### src/pkg/tpr_map.vh
// register map, field positions, reset values and codes for the
// triggered pwm block; included by the core files, definitions only.
// What this block does
// - edge select: two 2-bit fields, upper zero
// - period equals period compare plus one
// - channel width equals its compare value
// - reload only armed by channel 1 write
// - armed reload copies all four at clear
// - colliding write: shadow copies the old value
// - behaviour active only in mode code 010
// - wait at ffff, trigger clears, retrigger restarts
// - period irq on period equality, not on trigger clear, channel irq on equality
// - trigger from external edge or soft bit
`ifndef TPR_MAP_VH
`define TPR_MAP_VH

`define TPR_ADR_CTRL       8'h00
`define TPR_ADR_EDGE_SEL   8'h04
`define TPR_ADR_PERIOD     8'h08
`define TPR_ADR_CH1        8'h0c
`define TPR_ADR_CH2        8'h10
`define TPR_ADR_CH3        8'h14
`define TPR_ADR_COUNT      8'h18
`define TPR_ADR_IRQ_STAT   8'h1c
`define TPR_ADR_IRQ_MASK   8'h20

// control register fields
`define TPR_CTRL_CE_BIT    0
`define TPR_CTRL_EST_BIT   1
`define TPR_CTRL_MD_LSB    4
`define TPR_CTRL_MD_MSB    6

`define TPR_MODE_TRIG_PWM  3'h2

// edge select fields: 00 none, 01 rising, 10 falling, 11 both
`define TPR_ETS_LSB        0
`define TPR_EES_LSB        2
`define TPR_EDGE_RISE      2'h1
`define TPR_EDGE_FALL      2'h2
`define TPR_EDGE_BOTH      2'h3

// interrupt status bits
`define TPR_IRQ_PERIOD     0
`define TPR_IRQ_CH1        1
`define TPR_IRQ_CH2        2
`define TPR_IRQ_CH3        3

`define TPR_CNT_IDLE       16'hffff
`define TPR_CNT_ZERO       16'h0000
`define TPR_RST_COMPARE    16'h0000

`endif

### src/core/tpr_edge_det.v
// selectable edge detector for one synchronous input
// assumes the input is already synchronous to i_sys_clk
`include "tpr_map.vh"
`default_nettype none
module tpr_edge_det (
  input  wire       i_sys_clk,
  input  wire       i_resetn,
  input  wire       i_sig,
  input  wire [1:0] i_sel,
  output wire       o_edge
);
  reg prev_reg;

  always @(posedge i_sys_clk or negedge i_resetn) begin
    if (!i_resetn) begin
      prev_reg <= 1'b0;
    end else begin
      prev_reg <= i_sig;
    end
  end

  assign o_edge = ((i_sel == `TPR_EDGE_RISE) && i_sig && !prev_reg) ||
                  ((i_sel == `TPR_EDGE_FALL) && !i_sig && prev_reg) ||
                  ((i_sel == `TPR_EDGE_BOTH) && (i_sig != prev_reg));
endmodule // tpr_edge_det
`default_nettype wire

### src/core/tpr_top.v
// triggered pwm timer with buffered compare reload, wishbone slave
// assumes classic wishbone master on i_sys_clk, synchronous pins
`include "tpr_map.vh"
`default_nettype none
module tpr_top #(
  parameter CW = 16
) (
  input  wire        i_sys_clk,
  input  wire        i_resetn,
  input  wire        i_wb_cyc,
  input  wire        i_wb_stb,
  input  wire        i_wb_we,
  input  wire [7:0]  i_wb_adr,
  input  wire [3:0]  i_wb_sel,
  input  wire [31:0] i_wb_dat,
  output reg  [31:0] o_wb_dat,
  output reg         o_wb_ack,
  input  wire        i_ext_trigger,
  input  wire        i_ext_event,
  output reg         o_pwm_out_ch1,
  output reg         o_pwm_out_ch2,
  output reg         o_pwm_out_ch3,
  output reg         o_irq
);
  reg  [CW-1:0] compare_reg [0:3];
  reg  [CW-1:0] compare_shadow_reg [0:3];
  reg  [CW-1:0] counter_reg;
  reg  [CW-1:0] counter_next;
  reg           running_reg;
  reg           reload_armed_reg;
  reg           count_enable_bit_reg;
  reg           soft_trigger_bit_reg;
  reg  [2:0]    mode_select_reg;
  reg  [3:0]    input_edge_select_reg;
  reg  [3:0]    irq_stat_reg;
  reg  [3:0]    irq_mask_reg;
  reg  [3:0]    irq_set;
  reg  [31:0]   rd_data;
  reg           clear_now;

  wire       ext_edge;
  wire       bus_req = i_wb_cyc && i_wb_stb && !o_wb_ack;
  wire       wr_en   = bus_req && i_wb_we;
  wire       pwm_mode = count_enable_bit_reg &&
                        (mode_select_reg == `TPR_MODE_TRIG_PWM);
  wire       trigger = pwm_mode &&
                       (ext_edge || soft_trigger_bit_reg);
  wire       period_hit = running_reg &&
                          (counter_reg == compare_shadow_reg[0]);

  // event count edge field is stored but unused in this mode
  tpr_edge_det u_trig_edge (
    .i_sys_clk (i_sys_clk),
    .i_resetn  (i_resetn),
    .i_sig     (i_ext_trigger),
    .i_sel     (input_edge_select_reg[`TPR_ETS_LSB+1:`TPR_ETS_LSB]),
    .o_edge    (ext_edge)
  );

  function wr_hit;
    input [7:0] adr;
    begin
      wr_hit = wr_en && (i_wb_adr == adr) && (&i_wb_sel[1:0]);
    end
  endfunction

  // counter: clear on trigger or on count after period equality
  always @* begin
    clear_now    = 1'b0;
    counter_next = counter_reg;
    if (!pwm_mode) begin
      counter_next = `TPR_CNT_IDLE;
    end else if (trigger || period_hit) begin
      clear_now    = 1'b1;
      counter_next = `TPR_CNT_ZERO;
    end else if (running_reg) begin
      counter_next = counter_reg + 16'h0001;
    end
  end

  integer k;
  always @* begin
    irq_set = 4'h0;
    irq_set[`TPR_IRQ_PERIOD] = period_hit && !trigger;
    for (k = 1; k < 4; k = k + 1) begin
      // trigger in the same cycle suppresses the channel match
      irq_set[k] = running_reg && !trigger &&
                   (counter_reg == compare_shadow_reg[k]);
    end
  end

  always @(posedge i_sys_clk or negedge i_resetn) begin
    if (!i_resetn) begin
      counter_reg <= `TPR_CNT_IDLE;
      running_reg <= 1'b0;
    end else begin
      counter_reg <= counter_next;
      if (!pwm_mode) begin
        running_reg <= 1'b0;
      end else if (trigger) begin
        running_reg <= 1'b1;
      end
    end
  end

  // compare registers and their shadows
  genvar g;
  generate
    for (g = 0; g < 4; g = g + 1) begin : g_cmp
      // compare words sit on consecutive words from the period word
      localparam integer OFS = 4 * g;
      always @(posedge i_sys_clk or negedge i_resetn) begin
        if (!i_resetn) begin
          compare_reg[g]        <= `TPR_RST_COMPARE;
          compare_shadow_reg[g] <= `TPR_RST_COMPARE;
        end else begin
          if (wr_hit(`TPR_ADR_PERIOD + OFS[7:0])) begin
            compare_reg[g] <= i_wb_dat[CW-1:0];
          end
          // colliding write lands next cycle; shadow takes old value
          if (clear_now && reload_armed_reg) begin
            compare_shadow_reg[g] <= compare_reg[g];
          end
        end
      end
    end
  endgenerate

  // only a channel 1 write arms the reload
  always @(posedge i_sys_clk or negedge i_resetn) begin
    if (!i_resetn) begin
      reload_armed_reg <= 1'b0;
    end else if (wr_hit(`TPR_ADR_CH1)) begin
      reload_armed_reg <= 1'b1;
    end else if (clear_now) begin
      reload_armed_reg <= 1'b0;
    end
  end

  // outputs: active from clear, inactive at match
  always @(posedge i_sys_clk or negedge i_resetn) begin
    if (!i_resetn) begin
      o_pwm_out_ch1 <= 1'b0;
      o_pwm_out_ch2 <= 1'b0;
      o_pwm_out_ch3 <= 1'b0;
    end else if (!pwm_mode) begin
      o_pwm_out_ch1 <= 1'b0;
      o_pwm_out_ch2 <= 1'b0;
      o_pwm_out_ch3 <= 1'b0;
    end else if (clear_now) begin
      // zero compare means 0% output: never goes active
      o_pwm_out_ch1 <= (compare_shadow_reg[1] != 16'h0000);
      o_pwm_out_ch2 <= (compare_shadow_reg[2] != 16'h0000);
      o_pwm_out_ch3 <= (compare_shadow_reg[3] != 16'h0000);
    end else begin
      if (counter_next == compare_shadow_reg[1]) begin
        o_pwm_out_ch1 <= 1'b0;
      end
      if (counter_next == compare_shadow_reg[2]) begin
        o_pwm_out_ch2 <= 1'b0;
      end
      if (counter_next == compare_shadow_reg[3]) begin
        o_pwm_out_ch3 <= 1'b0;
      end
    end
  end

  // control, edge select and interrupt registers
  always @(posedge i_sys_clk or negedge i_resetn) begin
    if (!i_resetn) begin
      count_enable_bit_reg  <= 1'b0;
      soft_trigger_bit_reg  <= 1'b0;
      mode_select_reg       <= 3'h0;
      input_edge_select_reg <= 4'h0;
      irq_stat_reg          <= 4'h0;
      irq_mask_reg          <= 4'h0;
      o_irq                 <= 1'b0;
    end else begin
      soft_trigger_bit_reg <= 1'b0;
      if (wr_en && i_wb_adr == `TPR_ADR_CTRL && i_wb_sel[0]) begin
        count_enable_bit_reg <= i_wb_dat[`TPR_CTRL_CE_BIT];
        soft_trigger_bit_reg <= i_wb_dat[`TPR_CTRL_EST_BIT];
        mode_select_reg <= i_wb_dat[`TPR_CTRL_MD_MSB:`TPR_CTRL_MD_LSB];
      end
      if (wr_en && i_wb_adr == `TPR_ADR_EDGE_SEL && i_wb_sel[0]) begin
        input_edge_select_reg <= i_wb_dat[3:0];
      end
      if (wr_en && i_wb_adr == `TPR_ADR_IRQ_MASK && i_wb_sel[0]) begin
        irq_mask_reg <= i_wb_dat[3:0];
      end
      // set wins over a write-one clear in the same cycle
      if (wr_en && i_wb_adr == `TPR_ADR_IRQ_STAT && i_wb_sel[0]) begin
        irq_stat_reg <= (irq_stat_reg & ~i_wb_dat[3:0]) | irq_set;
      end else begin
        irq_stat_reg <= irq_stat_reg | irq_set;
      end
      o_irq <= |(irq_stat_reg & irq_mask_reg);
    end
  end

  always @* begin
    rd_data = 32'h00000000;
    case (i_wb_adr)
      `TPR_ADR_CTRL: begin
        rd_data[`TPR_CTRL_CE_BIT] = count_enable_bit_reg;
        rd_data[`TPR_CTRL_MD_MSB:`TPR_CTRL_MD_LSB] = mode_select_reg;
      end
      `TPR_ADR_EDGE_SEL: rd_data[3:0]    = input_edge_select_reg;
      `TPR_ADR_PERIOD:   rd_data[CW-1:0] = compare_reg[0];
      `TPR_ADR_CH1:      rd_data[CW-1:0] = compare_reg[1];
      `TPR_ADR_CH2:      rd_data[CW-1:0] = compare_reg[2];
      `TPR_ADR_CH3:      rd_data[CW-1:0] = compare_reg[3];
      `TPR_ADR_COUNT:    rd_data[CW-1:0] = counter_reg;
      `TPR_ADR_IRQ_STAT: rd_data[3:0]    = irq_stat_reg;
      `TPR_ADR_IRQ_MASK: rd_data[3:0]    = irq_mask_reg;
      default:           rd_data = 32'h00000000;
    endcase
  end

  // one-cycle ack; unmapped addresses ack with zero data
  always @(posedge i_sys_clk or negedge i_resetn) begin
    if (!i_resetn) begin
      o_wb_ack <= 1'b0;
      o_wb_dat <= 32'h00000000;
    end else begin
      o_wb_ack <= bus_req;
      o_wb_dat <= bus_req ? rd_data : 32'h00000000;
    end
  end
endmodule // tpr_top
`default_nettype wire

### config.mk
export PLATFORM = sky130hd
export DESIGN_NAME = tpr_top
export DESIGN_NICKNAME = d
export VERILOG_FILES = /design/src/core/tpr_edge_det.v /design/src/core/tpr_top.v
export VERILOG_INCLUDE_DIRS = /design/src /design/src/pkg
export SDC_FILE = /design/constraint.sdc
export NUM_CORES = 1
export LEC_CHECK = 0
export BUFFER_PORTS_ARGS = -buffer_cell sky130_fd_sc_hd__buf_2
export CAP_MARGIN = 20
export CELL_PAD_IN_SITES_DETAIL_PLACEMENT = 1
export CELL_PAD_IN_SITES_GLOBAL_PLACEMENT = 1
export CORE_MARGIN = 3
export CORE_UTILIZATION = 33
export DETAILED_ROUTE_END_ITERATION = 7
export GPL_ROUTABILITY_DRIVEN = 0
export HOLD_SLACK_MARGIN = 0.1
export PLACE_DENSITY = 0.58
export SLEW_MARGIN = 10
export SYNTH_ARGS = -nofsm -noshare
export SYNTH_HDL_FRONTEND = slang
export SYNTH_SLANG_ARGS = --single-unit
### constraint.sdc
create_clock -name i_sys_clk -period 2.9 [get_ports i_sys_clk]
set_input_delay 0.145 -clock i_sys_clk [delete_from_list [all_inputs] [get_ports i_sys_clk]]
set_output_delay 0.145 -clock i_sys_clk [all_outputs]
set_load 0.01 [all_outputs]
==> summary.md, run 1 <==
| Metric | Value |
|---|---|
| Status | complete, but fails checks |
| Failing checks | setup timing |
| Worst Path Buf+Inv | 2 |
| Final worst slack | -0.00873 ns |
| R2r setup slk | -0.009 ns |
| IO Count | approximately 90 |
| Mapped cell area | 0.00959 sq mm |
| Seq/Total Area, Yosys | 0.485 |
| Critical Path Fanout Max | 7 |
| Yosys reg bits | between 150 and 200 |
| Clock insertion delay at the later pin of the skew report | 0.44 ns |
| Vias in the first global route | 7614 |
| Critical path class | reg -> reg |
| FFs w/ async S/R, synth | 1.00 |
| Max Fclk | about 0.34 GHz |
| Worst R2R Start | counter_reg[12]$_DFF_PN1_ |
| Worst hold path class | in -> reg |
| Mapped Cells | between 800 and 900 |
| Initial core utilization | 0.340 |
| Clock skew | 0.0150 ns |
| Via count | between 7k and 8k |
| Final Hold Viols | 0 |
| Worst VDD drop | approximately 0.34 mV |
| Grt ovf | 0 |
| Final setup fails | 1 |
| Overall die height | ~180 um |
| Final nets | between 900 and 1k |
| R2R depth | 10 |
| Synth Area per Inst | 11.9 sq um |
| Core Rows | 61 |
| Reg-to-Reg End | o_pwm_out_ch1$_DFFE_PN0P_ |
| Worst setup path start | counter_reg[12]$_DFF_PN1_ |
| Clock sink count | 185 |
| Global-route wire length before repair | 48300 um |
| Slew Limit Fails | 0 |
| Min Hold Slack | 0.148 ns |
| Total internal power | approximately 4000 uW |
| Crit path largest cell delay | between 0.5 and 0.6 ns |
| Post-route design area | between 0.01 and 0.015 sq mm |
| Fillers | 3056 |
| P_sw | between 1000 and 1500 uW |
| CTS buffer count | 17 |
| Post-layout min period | 2.91 ns |
| Arrival @ worst endpoint | 3.23 ns |
| Dpl cell area | approximately 0.011 sq mm |
| Clock share of power | 0.476 |
| Die span in x | approximately 180 um |
| Ant. Diodes | 0 |
| DRT Wirelength | ~31000 um |
| Worst-Margin Slew | 0.746 ns |
| DR WL/cell | about 24 um |
| Data required, critical path | about 3.2 ns |
| CTS root buf | clkbuf_16 |
| Prevailing post-synth register cell | dfrtp_1 |
| Initial antenna violation count | 0 |
| GRT Total Usage | 0.205 |
| Synth area leaders | dfrtp_1, mux2_2, xor2_1, dfstp_2, nor4_1 |
| Net Sw Frac | 0.243 |
| Startpoint Class | register |
| Iter 0 DRT Violations | 489 |
| CTS tree | done |
| Power Dens Cells | roughly 440 mW/mm^2 |
| Hpwl dp | around 23000 um |
| Maximum clock path buffer count | 2 |
| I/O Buffers | between 50 and 60 |
| Max Cap Viol | 0 |
| Worst relative slew slack | 0.503 |
| CP Capture Type | register |
| H-tree depth | 4 |
| Die area | 0.0311 sq mm |
| Vias per cell | approximately 5.4 |
| CTS clk-pin slew, worst paths | about 0.070 ns |
| Critical Path End | o_pwm_out_ch1$_DFFE_PN0P_ |
| Finished Layout Cells | 1333 |
| Gate power share | 0.029 |
| Netlist cell types | 68 |
| Dominant cell type by area after synthesis | dfrtp_1 |
| Drt pass-1 iters | 6 |
| Most frequent cells in the layout | dfrtp_1, mux2_2, buf_4 |
| Post-synth top area share | 0.441 |
| Static Leak | approximately 0.0054 uW |
| Share of layout cells above drive strength 1 | 0.413 |
| Post-layout util | 0.424 |
| Flop pwr share | 0.495 |
| Fin crit share | 1.00 |
| Worst path depth | 10 |
| Worst path cell trace | buf_4, nand4_1, nor4_4, xor2_1, a21oi_4, xor2_2, o2111ai_1, nor4_2, buf_4, o22ai_1 |
| Cell repeated most along the worst path | buf_4 |
| Placed cells | around 1.3k |
| Number of flops mapped to enable cells by yosys | 0 |
| DR DRC count | 0 |
| Cell family with most CP delay | simple AND/OR/NAND/NOR gates |
| Core ar. | about 0.028 sq mm |
| Layout area overhead | 24.8% |
| Synthesis Warnings | 0 |
| Routed Antenna Nets | 0 |
| Critical-path cell with the highest stage delay | dfstp_2 |
| Largest net degree at the start of global routing | 90 |
| Most common cell after layout, fill and taps aside | dfrtp_1 |
==> layer usage <==
| layer | vias up | track usage | wire length (um) |
|---|---|---|---|
| met2 | 194 | 0.330 | 14900 |
| met5 | - | 0 | 0 |
| met3 | 25 | 0.0256 | 1330 |
| met4 | 0 | 0.0439 | 368 |
| met1 | 3827 | 0.297 | 14800 |
| li1 | 3202 | - | - |
==> worst register-to-register path, delay by kind of cell (launching register included) <==
| family | cells | cell delay, ns |
|---|---|---|
| buf+inv | 2 | 0.37 |
| flops | 1 | 0.54 |
| simple gates | 3 | 1.01 |
| compound gates | 3 | 0.52 |
| xor+xnor | 2 | 0.37 |
==> worst min path at each step <==
stage | start | to | depth (start not counted)
finish | i_wb_dat[0] | irq_stat_reg[0]$_DFF_PN0_ | 3
global route | i_wb_dat[0] | input_edge_select_reg[0]$_DFFE_PN0P_ | 2
CTS | i_wb_dat[0] | irq_stat_reg[0]$_DFF_PN0_ | 3
detailed placement | i_resetn | o_wb_ack$_DFF_PN0_ | 1
global placement | i_resetn | o_wb_ack$_DFF_PN0_ | 1
floorplan | i_resetn | compare_reg[0]$_DFFE_PN0P_ | 0
==> Yosys cell counts, types with 4 or more instances <==
master and number:
a21boi_0 4, a21o_1 4, a21oi_1 27, a221oi_1 7
a222oi_1 18, a22o_1 7, a22oi_1 11, buf_1 7
buf_2 16, buf_4 19, buf_6 6, clkbuf_1 15
dfrtp_1 169, dfstp_2 16, inv_1 16, mux2_2 140
nand2_1 32, nand2b_1 4, nand3_1 16, nand4_1 11
nor2_1 19, nor3_1 10, nor4_1 36, nor4_2 7
o21ai_0 12, o22ai_1 4, xnor2_1 21, xor2_1 92
==> what timing repair did <==
action,CTS,global route
endpoints found under the setup margin,3,3
cloned,1,0
resized for setup,8,45
setup buffers,1,8
pin swaps,2,26
hold buffers,17,0
hold endpoints to repair,154,0
==> cell type report <==
| type | count | area [sq um] | area share |
|---|---|---|---|
| multi-input combinational | 560 | 4950 | 0.413 |
| tap | 378 | 473 | 0.0395 |
| inverter | 16 | 60.1 | 0.00502 |
| sequential | 185 | 4650 | 0.388 |
| clock buffer | 17 | 425 | 0.0355 |
| timing repair buffer | 162 | 1210 | 0.101 |
| clock inverter | 15 | 204 | 0.0170 |
==> kinds of logic after synthesis <==
group / share of synthesized area
DFF: 0.485
and+or+nand+nor: 0.102
muxes: 0.166
AOI/OAI and AO/OA: 0.0972
xor gates and xnor gates: 0.103
buffers and inverters: 0.0451
adders and majority gates: 0.00130
other: 0.000391
==> power groups by stage <==
stage / registers, uW / logic, uW / clock network, uW
2_1_floorplan: 2640 / 44.8 / 0
3_3_place_gp: 2640 / 138 / 0
3_5_place_dp: 2640 / 138 / 0
4_1_cts: 2590 / 156 / 2550
5_1_grt: 2590 / 172 / 2670
6_report: 2590 / 152 / 2490
==> stage by stage <==
stage	TNS (ns)	setup slack (ns)	total power (uW)
finish	-0.00873	-0.00873	5230
global placement	-0.0380	-0.0380	2780
CTS	0	0.0104	5300
floorplan	0	0.121	2680
global route	-0.0795	-0.0651	5430
detailed placement	-0.130	-0.0733	2780
Note: power is estimated with default switching activity, not from simulation.
==> run 2: changes to the inputs <==
--- a/config.mk
+++ b/config.mk
@@ -11,11 +11,12 @@
 export CELL_PAD_IN_SITES_DETAIL_PLACEMENT = 1
 export CELL_PAD_IN_SITES_GLOBAL_PLACEMENT = 1
 export CORE_MARGIN = 3
-export CORE_UTILIZATION = 33
+export CORE_UTILIZATION = 44
 export DETAILED_ROUTE_END_ITERATION = 7
 export GPL_ROUTABILITY_DRIVEN = 0
 export HOLD_SLACK_MARGIN = 0.1
-export PLACE_DENSITY = 0.58
+export PLACE_DENSITY = 0.75
+export SETUP_SLACK_MARGIN = 0.5
 export SLEW_MARGIN = 10
 export SYNTH_ARGS = -nofsm -noshare
 export SYNTH_HDL_FRONTEND = slang
==> constraint.sdc (replaced) <==
create_clock -name i_sys_clk -period 2.9 [get_ports i_sys_clk]
set_input_delay 0 -clock i_sys_clk [delete_from_list [all_inputs] [get_ports i_sys_clk]]
set_output_delay 0 -clock i_sys_clk [all_outputs]
set_load 0.01 [all_outputs]
==> run 2 against run 1 <==
The flow still finishes with violations (setup timing). Die area fell by 24%. Register-to-register slack got worse by 0.19 ns. Routed wire length rose by 17%. Cell area rose by 0.99%. Clock skew rose by 0.011 ns. Sequential cell count did not move. Combinational power rose by 5%. Hold slack improved by 0.0046 ns. Utilization rose by 15 points. Via count rose by 10%. Non-clock buffer count rose by 1. Sequential power barely moved.
==> summary.md, run 2 (same netlist as run 1, synthesis figures left out) <==
| Metric | Value |
|---|---|
| H-tree depth | 4 |
| Final Hold Viols | 0 |
| Critical Path Fanout Max | 4 |
| Most common cell after layout, fill and taps aside | dfrtp_1 |
| Worst relative slew slack | 0.444 |
| Final nets | slightly below 1k |
| Arrival @ worst endpoint | 3.42 ns |
| Core Rows | 53 |
| Status | complete, but fails checks |
| Critical path class | reg -> reg |
| Iter 0 DRT Violations | 1034 |
| Most frequent cells in the layout | dfrtp_1, xor2_1, mux2_2 |
| Initial antenna violation count | 0 |
| Core ar. | between 0.02 and 0.025 sq mm |
| GRT Total Usage | 0.280 |
| IO Count | 88 |
| Share of layout cells above drive strength 1 | 0.396 |
| Largest net degree at the start of global routing | around 90 |
| Final worst slack | -0.201 ns |
| Worst-Margin Slew | between 0.8 and 0.9 ns |
| RSZ-0062 raised after global routing | true |
| Worst R2R Start | counter_reg[9]$_DFF_PN1_ |
| Static Leak | around 0.0056 uW |
| Clock sink count | between 150 and 200 |
| Crit path largest cell delay | approximately 0.61 ns |
| Clock insertion delay at the later pin of the skew report | roughly 0.45 ns |
| Overall die height | 154 um |
| DR DRC count | 0 |
| Cell repeated most along the worst path | o21a_1 |
| Setup_tns | -0.525 ns |
| Via count | 8001 |
| Final setup fails | 3 |
| Fin crit share | 1.07 |
| Vias in the first global route | around 8.1k |
| Routed Antenna Nets | 0 |
| Hpwl dp | 21900 um |
| Worst path cell trace | xor2_1, nor4_4, nand3_2, nor2_2, o21a_1, o21ai_0, nor4_1, buf_4, nand2_1, o21a_1 |
| Grt ovf | 0 |
| Initial core utilization | 0.452 |
| Maximum clock path buffer count | 2 |
| Power Dens Cells | approximately 430 mW/mm^2 |
| Max Fclk | between 0.3 and 0.4 GHz |
| Worst VDD drop | between 0.4 and 0.5 mV |
| I/O Buffers | 52 |
| Worst setup path start | counter_reg[9]$_DFF_PN1_ |
| Clock skew | ~0.026 ns |
| Vias per cell | 6.50 |
| Die area | roughly 0.024 sq mm |
| Drt pass-1 iters | 6 |
| CTS root buf | clkbuf_16 |
| Post-layout min period | around 3.1 ns |
| CTS buffer count | 17 |
| Critical-path cell with the highest stage delay | dfstp_2 |
| Worst Setup Slack post-DPL | -0.00505 ns |
| DRT Wirelength | 36800 um |
| Worst hold path class | in -> reg |
| Hold Path Origin | i_wb_adr[0] |
| CP Capture Type | register |
| CTS tree | done |
| Die span in x | between 150 and 200 um |
| CTS clk-pin slew, worst paths | around 0.08 ns |
| Ant. Diodes | 0 |
| Layout area overhead | 26.0% |
| Failing checks | setup timing |
| Startpoint Class | register |
| Global-route wire length before repair | roughly 51000 um |
| Slew Limit Fails | 0 |
| Max Cap Viol | 0 |
| DR WL/cell | 29.9 um |
| Data required, critical path | about 3.2 ns |
==> run 2: cell count changes in the layout (fill, tap and decap cells not counted), moves of 3 or more <==
cell	delta
buf_4	-14
clkbuf_16	+3
clkinvlp_4	+3
xor2_1	+6
dlygate4sd3_1	+4
clkinv_8	-3
nor4_1	+3
xor2_2	-5
mux2_2	-59
nor4_2	-3
mux2_4	+59
==> run 2: worst paths after layout <==
| check | slack (ns) | end | depth (start not counted) |
|---|---|---|---|
| setup reg to reg | -0.20 | o_pwm_out_ch2$_DFFE_PN0P_ | 10 |
| hold reg to reg | 0.54 | input_edge_select_reg[3]$_DFFE_PN0P_ | 1 |
| min in group asynchronous | 0.20 | compare_reg[0]$_DFFE_PN0P_ | 2 |
| setup / recovery | -0.20 | o_pwm_out_ch2$_DFFE_PN0P_ | 10 |
| hold / removal | 0.15 | o_wb_dat[1]$_DFF_PN0_ | 5 |
| max in group asynchronous | 1.91 | counter_reg[8]$_DFF_PN1_ | 3 |
==> run 2: layout make-up <==
type | count | area (sq um)
clock buffer | 19 | 433
clock inverter | 13 | 160
fill | 2147 | 9130
inverter | 16 | 60.1
multi-input combinational | 559 | 5070
sequential | 185 | 4650
tap | 275 | 344
timing repair buffer | 163 | 1370
==> run 2: power breakdown <==
| part | switching [uW] | internal, uW | total (uW) |
|---|---|---|---|
| sequential | 5.77 | 2590 | 2590 |
| combinational | 110 | 49.9 | 160 |
| clock | 1140 | 1300 | 2440 |
==> run 2: stage by stage <==
step	hold slack, ns	utilization	power, uW	area, sq um	std cells
after floorplan	-0.296	-	2680	9770	823
after global placement	0.128	0.498	2770	10600	1152
after detailed placement	0.119	0.498	2780	10600	1152
after CTS	0.126	0.547	5190	11600	1216
after global routing	0.198	0.570	5300	12100	1230
final	0.152	0.570	5190	12100	1230
==> run 2: repair_timing <==
item / CTS / global route
setup endpoints to repair: 67 / 123
pin swaps: 8 / 7
hold buffers: 21 / 0
setup buffers: 9 / 10
cloned: 2 / 4
hold endpoints to repair: 171 / 0
gates resized for setup: 18 / 81
==> run 2: metal layers <==
metal / wire (um) / share of wire / GRT usage
met1: 14600 / 0.40 / 0.379
met2: 17600 / 0.48 / 0.457
met4: 1390 / 0.038 / 0.0879
met5: 0 / 0 / 0
met3: 3200 / 0.087 / 0.0569
==> run 2: critical path, delay by kind of cell (launching register included) <==
family,cells,cell delay (ns)
DFF,1,0.61
buffers and inverters,1,0.19
xor gates and xnor gates,1,0.15
and+or+nand+nor,5,1.35
AOI/OAI and AO/OA,3,0.68
